### src/include/pkaf_pkg.sv
// shared types and constants for the subscriber-side authorization machine
// assumes one 50 MHz clock and message decode/encode outside this block
// How it works
// - request traffic key before its expiry
// - reauthorize before authorization key expires
// - parent sends stop/authorized/pending/complete to children
// - auth invalid handled by parent machine
// - start on command, send maker cert first
// - then send request with id, key, cert
// - resend request when reply timer expires
// - new key usable only after reply timer
// - non-permanent reject triggers new request
// - periodic self-started request without maker cert
// - reauth request resent on request timer
// - keep authorization valid while reauth replies keep arriving
// - launch traffic-key machine for delivered id
// - reject during reauth stops all children
`default_nettype none
package pkaf_pkg;
    localparam int unsigned CLK_HZ          = 50_000_000;
    localparam int unsigned REPLY_WAIT_MS   = 10;
    localparam int unsigned REAUTH_REQ_MS   = 10;
    localparam int unsigned REPLY_WAIT_CYC  = CLK_HZ / 1000 * REPLY_WAIT_MS;
    localparam int unsigned REAUTH_REQ_CYC  = CLK_HZ / 1000 * REAUTH_REQ_MS;
    localparam int unsigned LEAD_CYC        = 1000;
    localparam int unsigned LIFE_W          = 32;
    localparam int unsigned SECURITY_ASSOC_ID_W          = 16;
    localparam int unsigned SEQ_W           = 2;
    localparam int unsigned TMR_W           = 32;

    typedef enum logic [2:0] {
        PKAF_START      = 3'h0,
        PKAF_AUTH_WAIT  = 3'h1,
        PKAF_AUTHORIZED = 3'h2,
        PKAF_REAUTH     = 3'h3,
        PKAF_REJ_WAIT   = 3'h4,
        PKAF_SILENT     = 3'h5
    } pkaf_state_e;

    typedef struct packed {
        logic              valid;
        logic [SEQ_W-1:0]  seq;
        logic [LIFE_W-1:0] lifetime;
        logic [SECURITY_ASSOC_ID_W-1:0] security_assoc_id;
    } pkaf_reply_s;

    typedef struct packed {
        logic stop;
        logic authorized;
        logic pending;
        logic complete;
    } pkaf_child_ev_s;
endpackage
`default_nettype wire

### src/rtl/pkaf_timer.sv
// down-counting timer with load and expiry pulse
// assumes load and period on the same clock
`default_nettype none
module pkaf_timer #(
    parameter int unsigned W = 32
) (
    input  wire logic         clk,
    input  wire logic         rst,
    input  wire logic         load,
    input  wire logic         stop,
    input  wire logic [W-1:0] period,
    output logic              expired
);
    typedef struct packed {
        logic         run;
        logic [W-1:0] cnt;
        logic         exp;
    } pkaf_tmr_s;
    pkaf_tmr_s s_q;
    pkaf_tmr_s s_d;

    always_comb begin
        s_d     = s_q;
        s_d.exp = 1'b0;
        // a load in the same cycle as a stop restarts the timer
        if (load) begin
            s_d.run = 1'b1;
            s_d.cnt = period;
        end else if (stop) begin
            s_d.run = 1'b0;
        end else if (s_q.run) begin
            if (s_q.cnt <= W'(1)) begin
                s_d.run = 1'b0;
                s_d.exp = 1'b1;
            end else begin
                s_d.cnt = s_q.cnt - W'(1);
            end
        end
    end

    always_ff @(posedge clk) begin
        if (rst) begin
            s_q <= '0;
        end else begin
            s_q <= s_d;
        end
    end

    assign expired = s_q.exp;
endmodule
`default_nettype wire

### src/rtl/pkaf_auth_fsm.sv
// subscriber-side authorization machine with key lifetime tracking
// assumes message receive strobes are one-cycle pulses on CLOCK
`default_nettype none
module pkaf_auth_fsm #(
    parameter int unsigned REPLY_WAIT = pkaf_pkg::REPLY_WAIT_CYC,
    parameter int unsigned REAUTH_REQ = pkaf_pkg::REAUTH_REQ_CYC,
    parameter int unsigned LEAD       = pkaf_pkg::LEAD_CYC
) (
    input  wire logic                        CLOCK,
    input  wire logic                        RESET,
    input  wire logic                        RX_AUTH_CMD,
    input  wire pkaf_pkg::pkaf_reply_s       RX_AUTH_REPLY,
    input  wire logic                        RX_AUTH_REJECT,
    input  wire logic                        RX_REJECT_PERM,
    input  wire logic                        RX_AUTH_INVALID,
    input  wire logic                        RX_KEY_GRANT,
    input  wire logic [pkaf_pkg::LIFE_W-1:0] RX_KEY_LIFE,
    output      logic                        TX_MAKER_CERT,
    output      logic                        TX_AUTH_REQ,
    output      logic                        TX_KEY_REQ,
    output var  pkaf_pkg::pkaf_child_ev_s    CHILD_EV,
    output      logic                        CHILD_RUN,
    output      logic [pkaf_pkg::SECURITY_ASSOC_ID_W-1:0] CHILD_SECURITY_ASSOC_ID,
    output      logic                        KEY_USABLE,
    output      logic [pkaf_pkg::SEQ_W-1:0]  KEY_SEQ,
    output var  pkaf_pkg::pkaf_state_e       STATE
);
    import pkaf_pkg::*;

    typedef struct packed {
        pkaf_state_e       st;
        logic              cert;
        logic              req;
        logic              kreq;
        pkaf_child_ev_s    ev;
        logic              run;
        logic [SECURITY_ASSOC_ID_W-1:0] security_assoc_id;
        logic [SEQ_W-1:0]  seq;
        logic              usable;
        logic              pend;
        logic [LIFE_W-1:0] ak_life;
        logic [LIFE_W-1:0] tk_life;
        logic              tk_on;
    } pkaf_st_s;

    pkaf_st_s s_q;
    pkaf_st_s s_d;
    logic     rep_exp;
    logic     req_exp;
    logic     rep_load;
    logic     req_load;

    function automatic logic near_end(input logic [LIFE_W-1:0] life);
        near_end = (life == LIFE_W'(LEAD));
    endfunction

    pkaf_timer #(.W(TMR_W)) u_reply (
        .clk     (CLOCK),
        .rst     (RESET),
        .load    (rep_load),
        .stop    (RX_AUTH_REPLY.valid),
        .period  (TMR_W'(REPLY_WAIT)),
        .expired (rep_exp)
    );

    pkaf_timer #(.W(TMR_W)) u_req (
        .clk     (CLOCK),
        .rst     (RESET),
        .load    (req_load),
        .stop    (RX_AUTH_REPLY.valid),
        .period  (TMR_W'(REAUTH_REQ)),
        .expired (req_exp)
    );

    always_comb begin
        s_d      = s_q;
        s_d.cert = 1'b0;
        s_d.req  = 1'b0;
        s_d.kreq = 1'b0;
        s_d.ev   = '0;
        rep_load = 1'b0;
        req_load = 1'b0;
        if (s_q.ak_life != '0) s_d.ak_life = s_q.ak_life - LIFE_W'(1);
        if (s_q.tk_life != '0) s_d.tk_life = s_q.tk_life - LIFE_W'(1);
        case (s_q.st)
            PKAF_START: begin
                if (RX_AUTH_CMD) begin
                    s_d.cert = 1'b1;
                    s_d.st   = PKAF_AUTH_WAIT;
                    s_d.pend = 1'b1;
                end
            end
            PKAF_AUTH_WAIT: begin
                if (s_q.pend) begin
                    s_d.req  = 1'b1;
                    s_d.pend = 1'b0;
                    rep_load = 1'b1;
                end else if (RX_AUTH_REPLY.valid) begin
                    s_d.st      = PKAF_AUTHORIZED;
                    s_d.security_assoc_id    = RX_AUTH_REPLY.security_assoc_id;
                    s_d.seq     = RX_AUTH_REPLY.seq;
                    s_d.ak_life = RX_AUTH_REPLY.lifetime;
                    s_d.run     = 1'b1;
                    s_d.ev.authorized = 1'b1;
                    s_d.usable  = 1'b0;
                    rep_load    = 1'b1;
                end else if (RX_AUTH_REJECT) begin
                    s_d.st = RX_REJECT_PERM ? PKAF_SILENT : PKAF_REJ_WAIT;
                end else if (rep_exp) begin
                    s_d.req  = 1'b1;
                    rep_load = 1'b1;
                end
            end
            PKAF_AUTHORIZED: begin
                if (RX_AUTH_INVALID || near_end(s_q.ak_life)) begin
                    s_d.st   = PKAF_REAUTH;
                    s_d.req  = 1'b1;
                    req_load = 1'b1;
                    s_d.ev.pending = 1'b1;
                end
            end
            PKAF_REAUTH: begin
                if (RX_AUTH_REPLY.valid) begin
                    s_d.st      = PKAF_AUTHORIZED;
                    s_d.seq     = RX_AUTH_REPLY.seq;
                    s_d.security_assoc_id    = RX_AUTH_REPLY.security_assoc_id;
                    s_d.ak_life = RX_AUTH_REPLY.lifetime;
                    s_d.usable  = 1'b0;
                    rep_load    = 1'b1;
                    s_d.ev.complete = 1'b1;
                end else if (RX_AUTH_REJECT) begin
                    s_d.run     = 1'b0;
                    s_d.ev.stop = 1'b1;
                    s_d.usable  = 1'b0;
                    s_d.st = RX_REJECT_PERM ? PKAF_SILENT : PKAF_REJ_WAIT;
                end else if (req_exp) begin
                    s_d.req  = 1'b1;
                    req_load = 1'b1;
                end
            end
            PKAF_REJ_WAIT: begin
                s_d.st   = PKAF_AUTH_WAIT;
                s_d.req  = 1'b1;
                rep_load = 1'b1;
            end
            PKAF_SILENT: begin
                s_d.st = PKAF_SILENT;
            end
            default: s_d.st = PKAF_START;
        endcase
        // an old timer expiry must not release a key delivered this cycle
        if ((s_q.st == PKAF_AUTHORIZED || s_q.st == PKAF_REAUTH) && rep_exp && !rep_load) begin
            s_d.usable = 1'b1;
        end
        if (RX_KEY_GRANT) begin
            s_d.tk_life = RX_KEY_LIFE;
            s_d.tk_on   = 1'b1;
        end else if (s_q.tk_on && s_q.run && near_end(s_q.tk_life)) begin
            s_d.kreq  = 1'b1;
            s_d.tk_on = 1'b0;
        end
        if (!s_d.run) s_d.tk_on = 1'b0;
    end

    always_ff @(posedge CLOCK) begin
        if (RESET) begin
            s_q <= '0;
        end else begin
            s_q <= s_d;
        end
    end

    assign TX_MAKER_CERT = s_q.cert;
    assign TX_AUTH_REQ   = s_q.req;
    assign TX_KEY_REQ    = s_q.kreq;
    assign CHILD_EV      = s_q.ev;
    assign CHILD_RUN     = s_q.run;
    assign CHILD_SECURITY_ASSOC_ID    = s_q.security_assoc_id;
    assign KEY_USABLE    = s_q.usable;
    assign KEY_SEQ       = s_q.seq;
    assign STATE         = s_q.st;

    property p_cert_then_req;
        @(posedge CLOCK) disable iff (RESET)
        TX_MAKER_CERT |=> TX_AUTH_REQ;
    endproperty
    a_cert_then_req: assert property (p_cert_then_req) else $error("no request after cert");

    property p_cmd_cert;
        @(posedge CLOCK) disable iff (RESET)
        (STATE == PKAF_START && RX_AUTH_CMD) |=> TX_MAKER_CERT;
    endproperty
    a_cmd_cert: assert property (p_cmd_cert) else $error("command not answered");

    property p_cert_only_cmd;
        @(posedge CLOCK) disable iff (RESET)
        TX_MAKER_CERT |-> $past(RX_AUTH_CMD);
    endproperty
    a_cert_only_cmd: assert property (p_cert_only_cmd) else $error("cert without command");

    property p_reject_stop;
        @(posedge CLOCK) disable iff (RESET)
        (STATE == PKAF_REAUTH && RX_AUTH_REJECT && !RX_AUTH_REPLY.valid)
            |=> CHILD_EV.stop && !CHILD_RUN;
    endproperty
    a_reject_stop: assert property (p_reject_stop) else $error("children not stopped");

    property p_nonperm_retry;
        @(posedge CLOCK) disable iff (RESET)
        (STATE == PKAF_AUTH_WAIT && RX_AUTH_REJECT && !RX_REJECT_PERM
            && !RX_AUTH_REPLY.valid && !TX_MAKER_CERT) |=> ##1 TX_AUTH_REQ;
    endproperty
    a_nonperm_retry: assert property (p_nonperm_retry) else $error("no retry after reject");

    property p_reply_launch;
        @(posedge CLOCK) disable iff (RESET)
        (STATE == PKAF_AUTH_WAIT && RX_AUTH_REPLY.valid && !TX_MAKER_CERT)
            |=> CHILD_RUN && CHILD_EV.authorized && CHILD_SECURITY_ASSOC_ID == $past(RX_AUTH_REPLY.security_assoc_id);
    endproperty
    a_reply_launch: assert property (p_reply_launch) else $error("child not launched");

    property p_not_usable_early;
        @(posedge CLOCK) disable iff (RESET)
        (STATE != PKAF_AUTHORIZED && STATE != PKAF_REAUTH) ##1 STATE == PKAF_AUTHORIZED
            |-> !KEY_USABLE;
    endproperty
    a_not_usable_early: assert property (p_not_usable_early) else $error("key used early");

    property p_invalid_reauth;
        @(posedge CLOCK) disable iff (RESET)
        (STATE == PKAF_AUTHORIZED && RX_AUTH_INVALID)
            |=> STATE == PKAF_REAUTH && TX_AUTH_REQ && CHILD_EV.pending;
    endproperty
    a_invalid_reauth: assert property (p_invalid_reauth) else $error("invalid not handled");

    property p_silent_quiet;
        @(posedge CLOCK) disable iff (RESET)
        STATE == PKAF_SILENT |=> !TX_AUTH_REQ && STATE == PKAF_SILENT;
    endproperty
    a_silent_quiet: assert property (p_silent_quiet) else $error("silent state left");
endmodule
`default_nettype wire

### config.mk
export PLATFORM = sky130hd
export DESIGN_NAME = pkaf_auth_fsm
export DESIGN_NICKNAME = d
export VERILOG_FILES = /design/src/include/pkaf_pkg.sv /design/src/rtl/pkaf_timer.sv /design/src/rtl/pkaf_auth_fsm.sv
export SDC_FILE = /design/constraint.sdc
export NUM_CORES = 1
export LEC_CHECK = 0
export BUFFER_PORTS_ARGS = -buffer_cell sky130_fd_sc_hd__buf_2
export CORE_UTILIZATION = 60
export CTS_BUF_LIST = sky130_fd_sc_hd__clkbuf_8
export DETAILED_ROUTE_END_ITERATION = 8
export PLACE_DENSITY = 0.84
export SETUP_SLACK_MARGIN = 0.15
export SYNTH_ARGS = -nofsm -noshare
export SYNTH_HDL_FRONTEND = slang
export SYNTH_HIERARCHICAL = 1
export SYNTH_SLANG_ARGS = --single-unit
### constraint.sdc
create_clock -name CLOCK -period 4 [get_ports CLOCK]
set_clock_uncertainty 0.15 [all_clocks]
set_input_delay 0.6 -clock CLOCK [delete_from_list [all_inputs] [get_ports CLOCK]]
set_output_delay 0.6 -clock CLOCK [all_outputs]
set_load 0.005 [all_outputs]
==> flow_summary.json, run 1 <==
{
  "slew_headroom_pct": 39.8,
  "core_area_um2": 14700,
  "ys_types": 73,
  "reg2reg_from": "s_q[45]",
  "ir_worst_vdd_mv": 0.420,
  "synth-edff-count": 0,
  "diodes": 0,
  "tns_ns": 0,
  "post_drt_wl_per_cell_um": 15.7,
  "max_stage_delay_ns": 0.43,
  "rows": 44,
  "clockRootBuffer": "clkbuf_8",
  "yosysSeqAreaShare_pct": 35.8,
  "pin_count": 120,
  "worstSetupPathType": "reg -> reg",
  "globalRouteOverflowTotal": 0,
  "outcome": "complete, but fails checks",
  "r2r_slack_ns": 0.46,
  "fmax_mhz": 283,
  "cts.sinks": 164,
  "postRouteAntennaNets": 0,
  "path_depth": 9,
  "violations": "DRC",
  "synth_top_area_share_pct": 35.8,
  "grt_start_max_net_pins": 74,
  "track_usage_pct": 29.6,
  "p_leak_uw": 0.00400,
  "crit_path_end_kind": "flip-flop",
  "ys.flop_type": "dfxtp_1",
  "critPathBufInv": 1,
  "pwr_density_cell_nw_per_um2": 496,
  "critical_path_arrival_ns": 3.73,
  "hpwl_um": 15800,
  "clk_path_buf_depth": 2,
  "ctsHtreeMaxLevel": 4,
  "fin_area_um2": 10200,
  "io_buffers": 119,
  "r2r-end": "u_req/s_q[20]",
  "initial_utilization_pct": 62.4,
  "crit_required_ns": 4.19,
  "syn_avg_cell_area_um2": 7.94,
  "critPathLaunch": "s_q[45]",
  "drc": 18,
  "grt_pass1_wl_um": 38500,
  "startpoint_type": "flip-flop",
  "finalHoldViolations": 0,
  "slew_viol_final": 0,
  "multi_input_area_um2": 5540,
  "dpl_cell_area_um2": 9840,
  "firstDrtPassIters": 9,
  "avgViaCountPerCell": 6.17,
  "drt-total-wl_um": 22900,
  "max_cap_violations": 0,
  "cts-buffers-inserted": 17,
  "netlist_top_cells_count": "dfxtp_1 (164), nor2_1 (159), nand2_1 (109), clkbuf_1 (61), a21oi_1 (47)",
  "grt_pass1_vias": 8117,
  "die_w_um": 126,
  "worstPathCellList": "nor3_1 -> and3b_1 -> and2_1 -> a31oi_1 -> nand2b_1 -> nand2_1 -> clkinv_1 -> and3_2 -> a2111oi_0",
  "tightest_slew_ns": 0.898,
  "gp_congestion": 0.845,
  "path_clk_slew_ns": 0.10,
  "hold_slack_ns": 0.193,
  "ctsResizeCount": 0,
  "yosys_warnings": 6,
  "post_cts_buffers": 0,
  "area_growth_pct": 11.5,
  "yosysTopAreaCell": "dfxtp_1",
  "hold_path.class": "in -> reg",
  "setup_viol": 0,
  "clk_latency_ns": 0.47,
  "regArea_um2": 3280,
  "fillCellCount": 1269,
  "cts_tree": "yes",
  "cp_max_fo": 13,
  "yosysMostFrequentCell": "dfxtp_1",
  "synthesis.area_um2": 9170,
  "synth_area_leaders": "dfxtp_1 (36%), nor2_1 (6.5%), nand2_1 (4.5%)",
  "async_reset_ff_share_pct": 0,
  "hold_buffers": 0,
  "crit_end": "u_req/s_q[20]",
  "critPathTopFamily": "simple AND/OR/NAND/NOR gates",
  "vias": 9027,
  "fin_crit_ns": 3.54,
  "ys_ff_latch": 164,
  "antenna_found_initial": 1,
  "die_area_um2": 15800,
  "crit_slowest_cell": "nor3_1",
  "reg2reg_depth": 9,
  "drt_iter0_markers": 858,
  "drive_above_1_share_pct": 16.1,
  "die_h_um": 126,
  "nets": 1365,
  "grt_setup_unrepaired": "false",
  "syn_inst": 1154,
  "finalCritPeriodShare_pct": 88.5
}
cells in the final DEF, fill, tap and decap left out, types with 10 or more instances in the layout:
cell type | Yosys | layout
xnor2_1 | 22 | 22
or2_2 | 10 | 10
nand4_1 | 24 | 24
a21oi_1 | 47 | 47
nor2b_1 | 13 | 13
a311oi_1 | 43 | 43
xor2_1 | 22 | 22
nand4b_1 | 18 | 18
a31oi_1 | 17 | 17
nand2_1 | 109 | 109
o31ai_1 | 20 | 20
o21ai_0 | 20 | 20
a211oi_1 | 31 | 31
o41ai_1 | 15 | 15
nor4_1 | 21 | 21
and3_1 | 12 | 12
clkbuf_8 | 0 | 17
buf_4 | 29 | 11
buf_2 | 4 | 118
dfxtp_1 | 164 | 164
or3_1 | 30 | 30
nor2_1 | 159 | 159
nor3_1 | 41 | 41
nand3_1 | 30 | 29
conb_1 | 2 | 66
inv_1 | 23 | 23
or4_1 | 20 | 20
registers in the layout, summed over array words and instances (netlist names):
name	flops
STATE	3
u_req/s_q	33
TX_AUTH_REQ	1
KEY_SEQ	2
CHILD_SECURITY_ASSOC_ID	16
CHILD_EV	4
s_q	66
TX_MAKER_CERT	1
TX_KEY_REQ	1
u_reply/s_q	33
KEY_USABLE	1
u_reply/expired	1
u_req/expired	1
CHILD_RUN	1
where the power goes:
group | switching [uW] | internal (uW)
Clock | 677 | 511
Sequential | 239 | 1850
Combinational | 1110 | 680
Total | 2030 | 3050
worst min path at each step:
stage | from | end | depth (start not counted) | slack (ns)
floorplan | u_reply/expired | KEY_USABLE | 2 | 0.28
global placement | CHILD_SECURITY_ASSOC_ID[4] | CHILD_SECURITY_ASSOC_ID[4] | 2 | 0.29
detailed placement | CHILD_SECURITY_ASSOC_ID[13] | CHILD_SECURITY_ASSOC_ID[13] | 2 | 0.29
CTS | RX_KEY_LIFE[15] | s_q[16] | 2 | 0.18
global route | RX_KEY_LIFE[15] | s_q[16] | 2 | 0.18
finish | RX_KEY_LIFE[15] | s_q[16] | 2 | 0.19
cell type report:
class                   count  share of cell area, %
clock buffers              17                   2.29
clock inverters            15                   1.43
inverters                  25                  0.918
multi-input cells         929                   54.2
flip-flops and latches    164                   32.1
well taps                 184                   2.25
repair buffers            130                   6.78
worst reg2reg max path, cell delays in order (launching register included):
cell and delay (ns):
dfxtp_1 0.35, nor3_1 0.43, and3b_1 0.38, and2_1 0.28, a31oi_1 0.15, nand2b_1 0.21
nand2_1 0.31, clkinv_1 0.42, and3_2 0.34, a2111oi_0 0.39
logic make-up (layout without fill, tap and decap cells):
| group | Yosys count | after routing | synth area share, % |
|---|---|---|---|
| AND/OR/NAND/NOR | 549 | 549 | 31.4 |
| AO/OA/AOI/OAI | 254 | 254 | 20.1 |
| flip-flops | 164 | 164 | 35.8 |
| buffers and inverters | 125 | 187 | 6.39 |
| XOR/XNOR | 44 | 44 | 4.20 |
| adder cells (fa/ha/maj) | 8 | 8 | 1.09 |
| multiplexers | 8 | 8 | 0.901 |
| other | 2 | 66 | 0.0819 |
layer usage:
| metal | global-route usage, % | share of wire (%) | up-vias |
|---|---|---|---|
| met2 | 48.4 | 47 | 332 |
| met4 | 7.89 | 1.2 | 2 |
| li1 | - | - | 4432 |
| met3 | 6.03 | 6.9 | 24 |
| met1 | 39.7 | 45 | 4237 |
| met5 | 0 | 0.065 | - |
per-stage QoR:
step | setup slack (ns) | std cells | power, uW | utilization, %
global placement | 0.686 | 1432 | 3820 | 67.0
floorplan | 0.914 | 1218 | 3470 | -
finish | 0.461 | 1464 | 5080 | 69.6
CTS | 0.535 | 1464 | 5050 | 69.6
global route | 0.179 | 1464 | 5400 | 69.6
detailed placement | 0.564 | 1432 | 3870 | 67.0
Power figures use the tool's default switching activity.
==> run 2: changes to the inputs <==
--- a/config.mk
+++ b/config.mk
@@ -5,11 +5,12 @@
 export SDC_FILE = /design/constraint.sdc
 export NUM_CORES = 1
 export LEC_CHECK = 0
-export BUFFER_PORTS_ARGS = -buffer_cell sky130_fd_sc_hd__buf_2
-export CORE_UTILIZATION = 60
+export CORE_UTILIZATION = 63
 export CTS_BUF_LIST = sky130_fd_sc_hd__clkbuf_8
 export DETAILED_ROUTE_END_ITERATION = 8
-export PLACE_DENSITY = 0.84
+export DONT_BUFFER_PORTS = 1
+export PLACE_DENSITY = 0.79
+export REMOVE_ABC_BUFFERS = 1
 export SETUP_SLACK_MARGIN = 0.15
 export SYNTH_ARGS = -nofsm -noshare
 export SYNTH_HDL_FRONTEND = slang
==> flow_summary.json, run 2 (synthesis results as in run 1) <==
{
  "pwr_density_cell_nw_per_um2": 523,
  "rows": 43,
  "p_leak_uw": 0.00349,
  "final_common_cell": "dfxtp_1",
  "wl_met2_um": 10400,
  "ir_worst_vdd_mv": 0.293,
  "clk_path_buf_depth": 2,
  "die_w_um": 123,
  "layout_common_cells": "dfxtp_1 (164), nor2_1 (159), nand2_1 (109)",
  "avgViaCountPerCell": 6.22,
  "startpoint_type": "flip-flop",
  "post_drt_wl_per_cell_um": 16.7,
  "fin_area_um2": 9640,
  "top_register": "s_q",
  "setup_viol": 0,
  "hpwl_um": 15000,
  "crit_path_end_kind": "flip-flop",
  "grt_setup_unrepaired": "false",
  "io_buffers": 0,
  "final-instance-count-excl-fill": 1342,
  "drt-total-wl_um": 22400,
  "track_usage_pct": 29.6,
  "ctsResizeCount": 0,
  "fillCellCount": 1211,
  "grt_start_max_net_pins": 140,
  "dr_wl_met3_um": 1380,
  "critical_path_arrival_ns": 3.67,
  "max_cap_violations": 0,
  "worstPathCellList": "nor3_1 -> and3b_1 -> and2_1 -> a31oi_1 -> nand2b_1 -> nand2_1 -> clkinvlp_4 -> and3_2 -> a2111oi_0",
  "fmax_mhz": 289,
  "die_area_um2": 15000,
  "drt_iter0_markers": 754,
  "initial_utilization_pct": 65.3,
  "cts_tree": "yes",
  "reg.largest.list": "s_q: 66 flops, u_reply/s_q: 33 flops, u_req/s_q: 33 flops",
  "path_clk_slew_ns": 0.09,
  "post_cts_buffers": 0,
  "outcome": "finished clean",
  "largest_reg_flops": 66,
  "pin_count": 120,
  "finalHoldViolations": 0,
  "dp.cells": 1310,
  "clockRootBuffer": "clkbuf_8",
  "antenna_found_initial": 0,
  "diodes": 0,
  "finalCritPeriodShare_pct": 86.4,
  "slew_viol_final": 0,
  "drive_above_1_share_pct": 7.66,
  "hold_buffers": 0,
  "core_area_um2": 14000,
  "globalRouteOverflowTotal": 0,
  "cp_max_fo": 15,
  "tightest_slew_ns": 0.997,
  "postRouteAntennaNets": 0,
  "vias": 8349,
  "top_layer": "met4",
  "multi_input_area_um2": 5540,
  "cts-buffers-inserted": 17,
  "fin_crit_ns": 3.45,
  "regArea_um2": 3280,
  "hold_path.class": "in -> reg",
  "wl_met1_um": 10300,
  "crit_slowest_cell": "nor3_1",
  "die_h_um": 123,
  "power_uw": 5040,
  "gp_congestion": 0.840,
  "dpl_cell_area_um2": 9240,
  "ctsHtreeMaxLevel": 4,
  "crit_required_ns": 4.21,
  "grt_pass1_wl_um": 35700,
  "tns_ns": 0,
  "max_stage_delay_ns": 0.45,
  "nets": 1247,
  "area_growth_pct": 5.16,
  "firstDrtPassIters": 7,
  "clk_latency_ns": 0.48,
  "slew_headroom_pct": 33.2,
  "grt_pass1_vias": 7323,
  "drc": 0,
  "cts.sinks": 164,
  "worstSetupPathType": "reg -> reg"
}
run 2: power breakdown:
group	internal, uW	switching [uW]	total, uW
registers	1850	244	2100
logic	638	1060	1690
clock network	569	683	1250
run 2: stage by stage:
| stage | utilization, % | hold slack (ns) | setup slack, ns |
|---|---|---|---|
| after floorplan | - | 0.276 | 0.568 |
| after global placement | 65.8 | 0.292 | 0.690 |
| after detailed placement | 65.8 | 0.291 | 0.544 |
| after CTS | 68.6 | 0.0268 | 0.498 |
| after global routing | 68.7 | 0.0246 | 0.261 |
| final | 68.7 | 0.0378 | 0.545 |
run 2: layout make-up:
class                      instances  area share (%)
clock inverter                    15            1.73
inverter                          25            1.01
multi-input combinational        929            57.5
tap                              180            2.34
timing repair buffer              12           0.934
clock buffer                      17            2.43
sequential                       164            34.1
run 2: path summary, 6_finish.rpt:
kind                    from         endpoint  slack (ns)  depth (start not counted)
min reg2reg  u_reply/expired       KEY_USABLE        0.30                          2
min                    RESET  u_reply/s_q[33]        0.04                          1
max reg2reg          s_q[45]    u_req/s_q[20]        0.55                          9
max                  s_q[45]    u_req/s_q[20]        0.55                          9
run 2: metal layers:
metal / vias to the layer above / GRT usage [%]
met5: - / 0
met4: 0 / 7.85
met3: 17 / 6.64
met2: 244 / 47.6
met1: 3887 / 39.9
li1: 4201 / -
run 2: critical path: cells and delay by family (launching register included):
family                 cells  cell delay, ns
DFF                        1            0.35
AOI/OAI and AO/OA          2            0.54
buffers and inverters      1            0.36
and+or+nand+nor            6            1.95
